===== src/dsc_defs.svh =====
// Register map, field positions, reset values and serial framing constants.
`ifndef DSC_DEFS_SVH
`define DSC_DEFS_SVH

// ****************************************************************
// Serial addresses
// ****************************************************************
`define DSC_ADDR_CFG     5'h00
`define DSC_ADDR_FTW     5'h0A
`define DSC_ADDR_PHASE   5'h0B
`define DSC_ADDR_AMP     5'h0C
`define DSC_ADDR_OFFS    5'h0D
`define DSC_ADDR_VER     5'h0E
`define DSC_ADDR_GAP_LO  5'h0F
`define DSC_ADDR_GAP_HI  5'h1C
`define DSC_ADDR_RAM     5'h1D
`define DSC_ADDR_TEST    5'h1E

// ****************************************************************
// Interface configuration byte fields
// ****************************************************************
`define DSC_CFG_THREE_WIRE 7
`define DSC_CFG_LSB_FIRST  6
`define DSC_CFG_SOFT_RST   5
`define DSC_CFG_PWR_DOWN   4
`define DSC_CFG_AUTO_PD    3
`define DSC_CFG_XFER       2
`define DSC_CFG_AUTO_XFER  1
`define DSC_CFG_WMASK      8'hFE
`define DSC_CFG_RST        8'h02

// ****************************************************************
// Reset values and writable masks of the other registers
// ****************************************************************
`define DSC_FTW_RST        32'h0000_0000
`define DSC_PHASE_RST      32'h0000_0000
`define DSC_PHASE_WMASK    32'h03FF_FFFF
`define DSC_AMP_RST        24'h01_0080
`define DSC_AMP_WMASK      24'h03_FFFF
`define DSC_OFFS_RST       32'h0000_0000
`define DSC_RAM_RST        32'h0000_0000

// ****************************************************************
// Serial framing
// ****************************************************************
`define DSC_INSTR_READ     7
`define DSC_INSTR_LAST     6'h07

`endif


===== src/dsc_pkg.sv =====
// Types and shared helper functions of the serial control register bank.
package dsc_pkg;
`include "dsc_defs.svh"

  // Phases of one serial frame.
  typedef enum logic [1:0] {DSC_IDLE, DSC_INSTR, DSC_DATA, DSC_DONE} dsc_state_t;

  // Number of data bytes that a register occupies on the serial link.
  function automatic logic [2:0] dsc_reg_bytes(input logic [4:0] addr);
    unique case (addr)
      `DSC_ADDR_FTW, `DSC_ADDR_PHASE, `DSC_ADDR_OFFS, `DSC_ADDR_RAM: return 3'h4;
      `DSC_ADDR_AMP, `DSC_ADDR_TEST: return 3'h3;
      `DSC_ADDR_VER: return 3'h2;
      default: return 3'h1;
    endcase
  endfunction

  // Unused bit positions above a word of the given byte count.
  function automatic logic [4:0] dsc_gap_bits(input logic [2:0] nbytes);
    logic [5:0] gap;
    gap = 6'h20 - {nbytes, 3'h0};
    return gap[4:0];
  endfunction

  // Shifts one serial bit into a word in the selected bit order.
  function automatic logic [31:0] dsc_shift_in(input logic [31:0] word, input logic bit_in,
                                               input logic lsb_first);
    return lsb_first ? {bit_in, word[31:1]} : {word[30:0], bit_in};
  endfunction
endpackage


===== src/dsc_reg_if.sv =====
// Register access channel between the serial link engine and the register bank.
`timescale 1ns/100ps
interface dsc_reg_if;
  logic        wr_stb;
  logic [4:0]  addr;
  logic [31:0] wdata;
  logic [31:0] rdata;
  logic        lsb_first;
  logic        three_wire;

  // Serial engine side.
  modport link (output wr_stb, addr, wdata, input rdata, lsb_first, three_wire);
  // Register bank side.
  modport bank (input wr_stb, addr, wdata, output rdata, lsb_first, three_wire);
endinterface // dsc_reg_if


===== src/dsc_register_bank.sv =====
// Serially programmed control register bank of a dual DAC with its frame engine.
// Functional notes
// - Config bit 7 selects three-wire data pin.
// - Config bit 6 selects LSB-first bit order.
// - Soft reset forces registers to defaults.
// - Soft reset leaves config byte untouched.
// - Soft reset holds until host clears it.
// - Config byte is eight bits at address zero.
// - Scale factors: I bits 8:0, Q split.
// - No registers between version and RAM.
// - Auto transfer applies each write at once.
// - Transfer bit copies all buffers, then clears.
`timescale 1ns/100ps
`include "dsc_defs.svh"
module dsc_register_bank import dsc_pkg::*; #(
  parameter logic [7:0] VERSION_ID = 8'h5A  // Arbitrary identification value.
) (
  // Clock and reset.
  input  wire logic        i_sys_clk,
  input  wire logic        i_rst,
  // Serial pins.
  input  wire logic        i_sclk,
  input  wire logic        i_cs_n,
  input  wire logic        i_sdio,
  output logic             o_sdio_out,
  output logic             o_sdio_oe,
  output logic             o_sdo,
  // Active operating values.
  output logic [31:0]      o_ftw,
  output logic [15:0]      o_phase_offset,
  output logic [9:0]       o_phase_corr,
  output logic [8:0]       o_i_scale,
  output logic [8:0]       o_q_scale,
  output logic [15:0]      o_i_offset,
  output logic [15:0]      o_q_offset,
  // Mode levels.
  output logic             o_power_down,
  output logic             o_auto_power_down,
  output logic             o_soft_reset
);

  dsc_reg_if bus_if ();

  // ****************************************************************
  // Serial frame engine
  // ****************************************************************
  dsc_spi_link u_link (
    .i_sys_clk  (i_sys_clk),
    .i_rst      (i_rst),
    .i_sclk     (i_sclk),
    .i_cs_n     (i_cs_n),
    .i_sdio     (i_sdio),
    .o_sdio_out (o_sdio_out),
    .o_sdio_oe  (o_sdio_oe),
    .o_sdo      (o_sdo),
    .bus        (bus_if.link)
  );

  // ****************************************************************
  // Register file
  // ****************************************************************
  logic [7:0]  cfg, next_cfg;
  logic [31:0] buf_ftw, next_buf_ftw, buf_phase, next_buf_phase;
  logic [23:0] buf_amp, next_buf_amp, act_amp, next_act_amp;
  logic [31:0] buf_offs, next_buf_offs, ram, next_ram;
  logic [31:0] act_ftw, next_act_ftw, act_phase, next_act_phase;
  logic [31:0] act_offs, next_act_offs;
  logic        wr_buf;

  // Writes, transfers and the level-held soft reset.
  always_comb begin
    next_cfg       = cfg;
    next_buf_ftw   = buf_ftw;
    next_buf_phase = buf_phase;
    next_buf_amp   = buf_amp;
    next_buf_offs  = buf_offs;
    next_ram       = ram;
    next_act_ftw   = act_ftw;
    next_act_phase = act_phase;
    next_act_amp   = act_amp;
    next_act_offs  = act_offs;
    next_cfg[`DSC_CFG_XFER] = 1'b0;
    wr_buf = 1'b0;
    if (bus_if.wr_stb) begin
      unique case (bus_if.addr)
        `DSC_ADDR_CFG:   next_cfg       = bus_if.wdata[7:0] & `DSC_CFG_WMASK;
        `DSC_ADDR_FTW:   next_buf_ftw   = bus_if.wdata;
        `DSC_ADDR_PHASE: next_buf_phase = bus_if.wdata & `DSC_PHASE_WMASK;
        `DSC_ADDR_AMP:   next_buf_amp   = bus_if.wdata[23:0] & `DSC_AMP_WMASK;
        `DSC_ADDR_OFFS:  next_buf_offs  = bus_if.wdata;
        `DSC_ADDR_RAM:   next_ram       = bus_if.wdata;
        // version, gap and test writes are ignored
        default:         next_cfg[`DSC_CFG_XFER] = 1'b0;
      endcase
      wr_buf = bus_if.addr inside {`DSC_ADDR_FTW, `DSC_ADDR_PHASE, `DSC_ADDR_AMP,
                                   `DSC_ADDR_OFFS};
    end
    if ((cfg[`DSC_CFG_AUTO_XFER] && wr_buf) || cfg[`DSC_CFG_XFER]) begin
      next_act_ftw   = next_buf_ftw;
      next_act_phase = next_buf_phase;
      next_act_amp   = next_buf_amp;
      next_act_offs  = next_buf_offs;
    end
    // soft reset holds all but config
    if (cfg[`DSC_CFG_SOFT_RST]) begin
      next_buf_ftw   = `DSC_FTW_RST;
      next_buf_phase = `DSC_PHASE_RST;
      next_buf_amp   = `DSC_AMP_RST;
      next_buf_offs  = `DSC_OFFS_RST;
      next_ram       = `DSC_RAM_RST;
      next_act_ftw   = `DSC_FTW_RST;
      next_act_phase = `DSC_PHASE_RST;
      next_act_amp   = `DSC_AMP_RST;
      next_act_offs  = `DSC_OFFS_RST;
    end
  end

  // Register file state.
  always_ff @(posedge i_sys_clk or posedge i_rst) begin
    if (i_rst) begin
      cfg       <= `DSC_CFG_RST;
      buf_ftw   <= `DSC_FTW_RST;
      buf_phase <= `DSC_PHASE_RST;
      buf_amp   <= `DSC_AMP_RST;
      buf_offs  <= `DSC_OFFS_RST;
      ram       <= `DSC_RAM_RST;
      act_ftw   <= `DSC_FTW_RST;
      act_phase <= `DSC_PHASE_RST;
      act_amp   <= `DSC_AMP_RST;
      act_offs  <= `DSC_OFFS_RST;
    end else begin
      cfg       <= next_cfg;
      buf_ftw   <= next_buf_ftw;
      buf_phase <= next_buf_phase;
      buf_amp   <= next_buf_amp;
      buf_offs  <= next_buf_offs;
      ram       <= next_ram;
      act_ftw   <= next_act_ftw;
      act_phase <= next_act_phase;
      act_amp   <= next_act_amp;
      act_offs  <= next_act_offs;
    end
  end

  // Read data; unassigned addresses and the test location read as zero.
  always_comb begin
    unique case (bus_if.addr)
      `DSC_ADDR_CFG:   bus_if.rdata = {24'h00_0000, cfg};
      `DSC_ADDR_FTW:   bus_if.rdata = buf_ftw;
      `DSC_ADDR_PHASE: bus_if.rdata = buf_phase;
      `DSC_ADDR_AMP:   bus_if.rdata = {8'h00, buf_amp};
      `DSC_ADDR_OFFS:  bus_if.rdata = buf_offs;
      `DSC_ADDR_VER:   bus_if.rdata = {24'h00_0000, VERSION_ID};
      `DSC_ADDR_RAM:   bus_if.rdata = ram;
      default:         bus_if.rdata = 32'h0000_0000;
    endcase
  end

  // Mode levels to the link and to the core.
  assign bus_if.lsb_first  = cfg[`DSC_CFG_LSB_FIRST];
  assign bus_if.three_wire = cfg[`DSC_CFG_THREE_WIRE];
  assign o_power_down      = cfg[`DSC_CFG_PWR_DOWN];
  assign o_auto_power_down = cfg[`DSC_CFG_AUTO_PD];
  assign o_soft_reset      = cfg[`DSC_CFG_SOFT_RST];
  assign o_ftw             = act_ftw;
  assign o_phase_offset    = act_phase[15:0];
  assign o_phase_corr      = act_phase[25:16];
  assign o_i_scale         = act_amp[8:0];
  assign o_q_scale         = act_amp[17:9];
  assign o_i_offset        = act_offs[15:0];
  assign o_q_offset        = act_offs[31:16];

  logic wr_cfg;
  assign wr_cfg = bus_if.wr_stb && bus_if.addr == `DSC_ADDR_CFG;
endmodule // dsc_register_bank


===== src/dsc_spi_link.sv =====
// Oversampling serial slave that turns frames into register reads and writes.
`timescale 1ns/100ps
module dsc_spi_link import dsc_pkg::*; (
  // Clock and reset.
  input  wire logic i_sys_clk,
  input  wire logic i_rst,
  // Serial pins.
  input  wire logic i_sclk,
  input  wire logic i_cs_n,
  input  wire logic i_sdio,
  output logic      o_sdio_out,
  output logic      o_sdio_oe,
  output logic      o_sdo,
  // Register channel.
  dsc_reg_if.link   bus
);

  // ****************************************************************
  // Pin synchronisers and agreement filter
  // ****************************************************************
  logic [2:0] sync_a, sync_b, sync_c, lvl;
  logic [2:0] next_lvl;
  logic       sclk_rise, sclk_fall, cs_high, din;

  // A pin level is taken only once the second and third stages agree.
  always_comb begin
    next_lvl  = (~(sync_b ^ sync_c) & sync_b) | ((sync_b ^ sync_c) & lvl);
    sclk_rise = next_lvl[2] & ~lvl[2];
    sclk_fall = ~next_lvl[2] & lvl[2];
    cs_high   = next_lvl[1];
    din       = next_lvl[0];
  end

  // Synchroniser stages; the first stage feeds only the second.
  always_ff @(posedge i_sys_clk or posedge i_rst) begin
    if (i_rst) begin
      sync_a <= 3'h2;
      sync_b <= 3'h2;
      sync_c <= 3'h2;
      lvl    <= 3'h2;
    end else begin
      sync_a <= {i_sclk, i_cs_n, i_sdio};
      sync_b <= sync_a;
      sync_c <= sync_b;
      lvl    <= next_lvl;
    end
  end

  // ****************************************************************
  // Frame engine
  // ****************************************************************
  dsc_state_t  state, next_state;
  logic [5:0]  bit_cnt, next_bit_cnt;
  logic [31:0] rx, next_rx, tx, next_tx, wdata, next_wdata, rx_new;
  logic [4:0]  addr, next_addr;
  logic [2:0]  nbytes, next_nbytes;
  logic        rd, next_rd, tx_load, next_tx_load, wr_stb, next_wr_stb;
  logic        sdo, next_sdo, oe, next_oe;
  logic [7:0]  instr;

  // Instruction: bit 7 selects read, bits 4:0 the address; the data length follows the register.
  always_comb begin
    next_state   = state;
    next_bit_cnt = bit_cnt;
    next_rx      = rx;
    next_tx      = tx;
    next_wdata   = wdata;
    next_addr    = addr;
    next_nbytes  = nbytes;
    next_rd      = rd;
    next_tx_load = 1'b0;
    next_wr_stb  = 1'b0;
    next_sdo     = sdo;
    next_oe      = oe;
    rx_new       = dsc_shift_in(rx, din, bus.lsb_first);
    instr        = bus.lsb_first ? rx_new[31:24] : rx_new[7:0];
    if (cs_high) begin
      next_state = DSC_IDLE;
      next_oe    = 1'b0;
    end else begin
      unique case (state)
        DSC_IDLE: begin
          next_state   = DSC_INSTR;
          next_bit_cnt = 6'h00;
          next_rx      = 32'h0000_0000;
        end
        DSC_INSTR: if (sclk_rise) begin
          next_rx      = rx_new;
          next_bit_cnt = bit_cnt + 6'h01;
          if (bit_cnt == `DSC_INSTR_LAST) begin
            next_state   = DSC_DATA;
            next_bit_cnt = 6'h00;
            next_rx      = 32'h0000_0000;
            next_addr    = instr[4:0];
            next_rd      = instr[`DSC_INSTR_READ];
            next_nbytes  = dsc_reg_bytes(instr[4:0]);
            next_tx_load = instr[`DSC_INSTR_READ];
          end
        end
        DSC_DATA: begin
          // Read data is aligned so that its first serial bit sits at the shifting end.
          if (tx_load) begin
            next_tx = bus.lsb_first ? bus.rdata : bus.rdata << dsc_gap_bits(nbytes);
          end
          if (sclk_fall && rd) begin
            next_sdo = bus.lsb_first ? tx[0] : tx[31];
            next_tx  = bus.lsb_first ? {1'b0, tx[31:1]} : {tx[30:0], 1'b0};
            next_oe  = bus.three_wire;
          end
          if (sclk_rise) begin
            next_rx      = rx_new;
            next_bit_cnt = bit_cnt + 6'h01;
            if (bit_cnt == {nbytes, 3'h0} - 6'h01) begin
              next_state  = DSC_DONE;
              next_wr_stb = ~rd;
              next_wdata  = bus.lsb_first ? rx_new >> dsc_gap_bits(nbytes) : rx_new;
            end
          end
        end
        DSC_DONE: next_state = DSC_DONE;
      endcase
    end
  end

  // Frame engine registers.
  always_ff @(posedge i_sys_clk or posedge i_rst) begin
    if (i_rst) begin
      state   <= DSC_IDLE;
      bit_cnt <= 6'h00;
      rx      <= 32'h0000_0000;
      tx      <= 32'h0000_0000;
      wdata   <= 32'h0000_0000;
      addr    <= 5'h00;
      nbytes  <= 3'h1;
      rd      <= 1'b0;
      tx_load <= 1'b0;
      wr_stb  <= 1'b0;
      sdo     <= 1'b0;
      oe      <= 1'b0;
    end else begin
      state   <= next_state;
      bit_cnt <= next_bit_cnt;
      rx      <= next_rx;
      tx      <= next_tx;
      wdata   <= next_wdata;
      addr    <= next_addr;
      nbytes  <= next_nbytes;
      rd      <= next_rd;
      tx_load <= next_tx_load;
      wr_stb  <= next_wr_stb;
      sdo     <= next_sdo;
      oe      <= next_oe;
    end
  end

  // Channel and pin drive.
  assign bus.wr_stb = wr_stb;
  assign bus.addr   = addr;
  assign bus.wdata  = wdata;
  assign o_sdio_out = sdo;
  assign o_sdio_oe  = oe;
  assign o_sdo      = sdo;
endmodule // dsc_spi_link

===== config.mk =====
export PLATFORM = sky130hd
export DESIGN_NAME = dsc_register_bank
export DESIGN_NICKNAME = d
export VERILOG_FILES = /design/src/dsc_pkg.sv /design/src/dsc_reg_if.sv /design/src/dsc_register_bank.sv /design/src/dsc_spi_link.sv
export VERILOG_INCLUDE_DIRS = /design/src
export SDC_FILE = /design/constraint.sdc
export NUM_CORES = 1
export LEC_CHECK = 0
export ABC_CLOCK_PERIOD_IN_PS = 11600
export BUFFER_PORTS_ARGS = -buffer_cell sky130_fd_sc_hd__buf_2
export CAP_MARGIN = 20
export CORE_MARGIN = 2
export CORE_UTILIZATION = 30
export DETAILED_ROUTE_END_ITERATION = 6
export GPL_TIMING_DRIVEN = 0
export PLACE_DENSITY = 0.56
export SLEW_MARGIN = 20
export SYNTH_ARGS = -nofsm -noshare
export SYNTH_HDL_FRONTEND = slang
export SYNTH_SLANG_ARGS = --single-unit

===== constraint.sdc =====
create_clock -name i_sys_clk -period 11.6 [get_ports i_sys_clk]
set_input_delay 1.16 -clock i_sys_clk [delete_from_list [all_inputs] [get_ports i_sys_clk]]
set_output_delay 1.16 -clock i_sys_clk [all_outputs]
set_load 0.05 [all_outputs]

### Yosys cells after proc, flatten, opt, wreduce, memory -nomap -nowiden

Cells that the tools add are included.

| storage, ports and cells | value |
|---|---|
| output and inout bits | 114 |
| register bits after elaboration | 396 |
| input port bits | 5 |

| operators by class | value |
|---|---|
| mux-type cells | 62 |
| shift-type cells | 2 |
| equality and inequality tests | 24 |
| bitwise operators | 11 |
| add/subtract/negate cells | 3 |
| reductions and logical operators | 24 |

Operators with widths:

| cell | number |
|---|---|
| $mux 32 | 25 |
| $pmux 32 s7 | 1 |
| $pmux 32 s3 | 1 |
| $mux 24 | 3 |
| $mux 26 | 2 |
| $eq 5x4->1 const B | 10 |
| $mux 18 | 2 |
| $shl 32x5->32 | 1 |
| $shr 32x5->32 | 1 |
| $mux 6 | 3 |
| $pmux 6 s3 | 1 |
| $reduce_and 4->1 | 4 |
| $eq 5x5->1 const B | 3 |
| $mux 1 | 14 |
| $mux 2 | 6 |
| $ne 3x1->1 const B | 4 |
| $reduce_bool 2->1 | 6 |
| $pmux 3 s3 | 1 |
| $mux 8 | 1 |
| $pmux 2 s4 | 1 |
| $add 6x1->6 const B | 1 |
| $and 3x3->3 | 2 |
| $eq 6x3->1 const B | 1 |
| $eq 6x6->1 | 1 |
| other kinds (21) | 31 |

### Logic depth before layout (Yosys ltp)

| depth | value |
|---|---|
| depth after elaboration | 10 |
| mapped depth | 11 |

### By module

A second synthesis with hierarchy kept.

| unflattened totals | value |
|---|---|
| cell total of the unflattened synthesis | 1,696 |
| area total of the unflattened synthesis | 18,661.6 µm² |

Modules (own cells, without submodules):

| module | area an instance (µm²) | cells an instance | instances | sequential area each (µm²) |
|---|---|---|---|---|
| dsc_register_bank | 11,389.7 | 928 | 1 | 6,387.4 |
| dsc_spi_link | 7,272.0 | 768 | 1 | 3,234.4 |

### Least setup slack after synthesis

OpenSTA, ideal clock, no wires.

| path | value |
|---|---|
| path type | register to register |
| start | reg u_link.nbytes[0] |
| end | reg u_link.wdata[17] (netlist: u_link.bus.wdata[17]) |
| cell stages (with the launch flop) | 11 |
| buffers on the path | 4 |
| required time | 11.473 ns |
| data arrival time | 2.866 ns |
| slack | 8.606 ns |
| cell sequence | dfstp_2 clkbuf_1 inv_1 ha_1 buf_2 xnor2_1 or4_1 or3_1 buf_2 buf_6 mux2_1 |

| between the ends | value |
|---|---|
| word-level cells in the longest chain between the ends | 3 |
| elaborated cells on any way between the ends | 6 |

Ends and longest elaborated chain:

| what | line | text |
|---|---|---|
| start, declared | dsc_spi_link.sv:56 | `logic [2:0] nbytes, next_nbytes;` |
| start signal, assigned | dsc_spi_link.sv:147 | `nbytes <= next_nbytes;` |
| $sub 1x5->5 / $sub 6x1->6 (equally long branches) | dsc_pkg.sv:21, dsc_spi_link.sv:113 |  |
| $shr 32x5->32 / $eq 6x6->1 (equally long branches) | dsc_spi_link.sv:116, dsc_spi_link.sv:113 |  |
| $mux 32 / $reduce_and 4->1 (equally long branches) | -- |  |
| end signal, assigned | dsc_spi_link.sv:145 | `wdata <= next_wdata;` |
| end, declared | dsc_spi_link.sv:54 | `logic [31:0] rx, next_rx, tx, next_tx, wdata, next_wdata, rx_new;` |

Several ways; a longest one is shown, not always the timed one.
A chain may end at the register's enable or synchronous reset.

### Worst setup path in the final report

| path | value |
|---|---|
| start | reg u_link.nbytes[0] |
| end | reg u_link.tx[28] |

| between the ends | value |
|---|---|
| word-level cells in the longest chain between the ends | 5 |

Ends and longest elaborated chain:

| what | line | text |
|---|---|---|
| $sub 1x5->5 | dsc_pkg.sv:21 | `gap = 6'h20 - {nbytes, 3'h0};` |
| $shl 32x5->32 | dsc_spi_link.sv:103 | `next_tx = bus.lsb_first ? bus.rdata : bus.rdata << dsc_gap_bits(nbytes);` |
| $mux 32 | dsc_spi_link.sv:103 |  |
| $mux 32 | dsc_spi_link.sv:102 | `if (tx_load) begin` |
| $mux 32 | dsc_spi_link.sv:105 | `if (sclk_fall && rd) begin` |
| end signal, assigned | dsc_spi_link.sv:144 | `tx <= next_tx;` |
| end, declared | dsc_spi_link.sv:54 |  |

No other way between the ends. The select of a mux whose other input is x is not followed.

==> results by group <==
Synth
  • Ys async rst share: 100%
  • Synth top area cells: dfrtp_1 (52%), mux2_2 (8.3%), nand2_1 (6.6%), a21oi_1 (5.0%), mux2i_1 (4.6%)
  • Yosys cell types: 81
  • Post-synth EDFFs: 0
  • Ys flop type: dfrtp_1
  • Synth Area per Inst: 10.4 um2
  • Synth warnings: 0
  • Post-Synthesis Cell Area: 18100 um2
  • Number of synthesized register bits: 384
  • Post-Synthesis Cells: about 1700
  • Register area share after synthesis: a little over half
  • Top cell type's share of synthesized area: 51.6%
  • Synth area leader: dfrtp_1
  • Syn nets: 1758

Setup path
  • Worst flop-to-flop path endpoint: u_link.tx[28]$_DFFE_PP0P_
  • Max incr delay on CP: 590 ps
  • FF-to-FF Start: u_link.nbytes[0]$_DFFE_PP1P_
  • Arr. time, crit path: around 4600 ps
  • CP Launch Type: flop
  • Crit end category: flop
  • Delay-heaviest family, CP: buffers and inverters
  • WP data required: approximately 12000 ps
  • Highest fanout seen on the critical path: 10
  • Slowest-stage cell, CP: dfstp_2
  • Crit path buf inv count: 4
  • Most frequent CP cell: clkbuf_1
  • WS Path Type: reg2reg
  • Worst Reg2Reg Path Length in Cells: 10
  • CP Cell Sequence: clkbuf_1, inv_1, ha_1, buf_2, o21bai_1, clkbuf_1, o311ai_0, a221oi_1, o21ai_0, o221a_2
  • R2R setup slack: 7490 ps

Drt
  • Post-DRT Antenna Nets: 0
  • Final wirelength: 66700 um
  • Vias: 15100
  • WL/cell: 24.4 um
  • Vias per inst: 5.51
  • First drt pass iteration count: 6
  • Iteration-0 DRC count of the detailed router: 1471
  • DRC: 0

STA
  • Worst slew pin tran: 1130 ps
  • Fin Setup TNS: 0 ps
  • Final min period: ~4000 ps
  • Final slew viol count: 0
  • Setup violators final: 0
  • Hold violation count in the final report: 0
  • Fin crit share: 35.4%
  • Final Skew: 36.4 ps
  • Relative slew slack: 24.1%
  • RSZ-0062 raised after global routing: no
  • Maximum clock frequency: 0.244 GHz

Clocking
  • PostCTS Resize Cnt: 0
  • H-tree Lvls: 2
  • Reg clk slew, reported paths: 60 ps
  • CTS Buffer Depth: 3
  • Cts bufs inserted: 43
  • TritonCTS Sinks: between 300 and 400
  • Post-CTS setup buffer count: 0
  • Clk_lat worst skew: 590 ps
  • CTS Hold Bufs: 0
  • CTS tree: done
  • Root buffer selected by CTS: clkbuf_16

Flow run
  • Max_cap viols: 0

Hold path
  • Hold Crit Class: reg2reg
  • Hold worst-path end: u_link.sync_b[0]$_DFF_PP0_
  • Worst Hold Depth: 0
  • Worst Hold Launch: u_link.sync_a[0]$_DFF_PP0_

Global routing
  • Gr usage total: 21.3%
  • GRT overflow: 0
  • Vias in the first global route: 15100
  • First-pass GRT wire length: 101000 um
  • Largest net degree at the start of global routing: 36
  • Antenna violations before repair: 2

Finish
  • Fillers: 6021
  • Util after Layout: 35.9%
  • Ratio of cells with drive above 1 in the final layout: 21.3%
  • Most frequent cells in the layout: dfrtp_1 (374), nand2_1 (320), a21oi_1 (181)
  • Layout area overhead: 18.8%
  • Final net count: ~1900
  • Antenna fix cells: 0
  • Most common cell after layout, fill and taps aside: dfrtp_1

Power
  • Clock network fraction of total power: 48.3%
  • Psw: 0.000750 W
  • Static Leakage: 9.67 nW
  • Power Dens Cells: around 140 nW/um2
  • Sequential power share: 45.2%
  • Int Pwr: about 0.0023 W
  • Sw Share: 24.9%
  • Combinational share of power: 6.5%
  • Worst vdd ir: ~0.000092 V

Place
  • DP HPWL: between 50000 and 60000 um
  • I/O Buffers: 118
  • RD Place Congestion: 0.979

Floorplanning
  • Initial Util: between 30% and 40%
  • Core region area: 60000 um2
  • Die height: 250 um
  • Die W: 250 um
  • Die area: 62400 um2
  • FP Rows: 90
  • Num ports: about 120

Status
  • Status: completed
==> worst register-to-register path, cell delays in order (launching register included) <==
cell,delay [ps]
dfstp_2,590
clkbuf_1,500
inv_1,380
ha_1,380
buf_2,200
o21bai_1,410
clkbuf_1,560
o311ai_0,260
a221oi_1,360
o21ai_0,190
o221a_2,150
==> cell usage after synthesis, types with 14 or more instances <==
library cell,instances
nor2_1,54
nand3_1,34
a22o_1,40
mux2_2,134
a21oi_1,181
a22oi_1,20
o22ai_1,22
dfrtp_1,374
nand2_1,320
clkbuf_1,76
o21ai_0,59
a31oi_1,16
o31ai_1,45
buf_2,46
nor2b_1,22
and3_1,14
mux2i_1,83
==> through the flow <==
stage / instances / area (um2) / hold WS [ps] / total power (W) / worst slack (ps)
after detailed placement: 2661 / 20000 / 336 / 0.00158 / 7580
after CTS: 2740 / 21500 / 359 / 0.00303 / 7530
after global placement: 2646 / 19700 / 346 / 0.00156 / 2930
after global routing: 2740 / 21500 / 359 / 0.00311 / 7360
after floorplan: 1746 / 18100 / 331 / 0.00150 / 5290
final: 2740 / 21500 / 356 / 0.00301 / 7490
==> layer usage <==
| layer | routed length [um] | share of wire, % | up-vias | track usage, % |
|---|---|---|---|---|
| met5 | 19 | 0.028 | - | 0 |
| met3 | 5090 | 7.6 | 144 | 4.15 |
| met1 | 28800 | 43 | 7691 | 29.2 |
| met4 | 2460 | 3.7 | 4 | 8.24 |
| li1 | - | - | 6635 | - |
| met2 | 30300 | 45 | 636 | 33.2 |
==> cells by family (layout without fill, tap and decap cells) <==
kind of cell,after synthesis,in the layout,share of synthesized area [%]
AO/OA/AOI/OAI,465,465,16.6
XOR/XNOR,5,5,0.242
adder cells (fa/ha/maj),10,10,0.656
buffers and inverters,148,360,3.47
flip-flops,384,384,53.1
multiplexers,220,220,13.1
AND/OR/NAND/NOR,514,514,12.9
==> flip-flops by register name, summed over array words and instances, names as in the netlist, 5 cells and up <==
signal            cells
act_offs             32
buf_ftw              32
buf_offs             32
o_ftw                32
ram                  32
u_link.bus.wdata     32
u_link.rx            32
u_link.tx            32
act_phase            26
buf_phase            26
act_amp              18
buf_amp              18
cfg                   7
u_link.bit_cnt        6
u_link.bus.addr       5
==> area by class of cell <==
class	count	area (um2)	area share [%]
Sequential cell	384	9620	44.7
Multi-Input combinational cell	1214	7890	36.6
Clock buffer	56	1230	5.70
Tap cell	782	978	4.54
Timing Repair Buffer	133	912	4.24
Buffer	136	586	2.72
Clock inverter	23	272	1.26
Inverter	12	48.8	0.227
==> power by group through the flow <==
stage | sequential (W) | clock (W) | combinational (W)
3_5_place_dp | 0.00138 | 0 | 0.000193
5_1_grt | 0.00136 | 0.00153 | 0.000214
6_report | 0.00136 | 0.00146 | 0.000194
3_3_place_gp | 0.00139 | 0 | 0.000174
4_1_cts | 0.00136 | 0.00148 | 0.000194
2_1_floorplan | 0.00138 | 0 | 0.000121
==> worst max path at each step <==
stage	start	to	depth (start not counted)
CTS	u_link.nbytes[0]$_DFFE_PP1P_	u_link.tx[28]$_DFFE_PP0P_	10
finish	u_link.nbytes[0]$_DFFE_PP1P_	u_link.tx[28]$_DFFE_PP0P_	10
global placement	i_rst	o_ftw[26]$_DFFE_PP0P_	2
floorplan	i_rst	act_amp[0]$_DFFE_PP0P_	1
detailed placement	u_link.nbytes[0]$_DFFE_PP1P_	u_link.tx[28]$_DFFE_PP0P_	10
global route	u_link.nbytes[0]$_DFFE_PP1P_	u_link.tx[28]$_DFFE_PP0P_	10
Note: power is estimated with default switching activity, not from simulation.
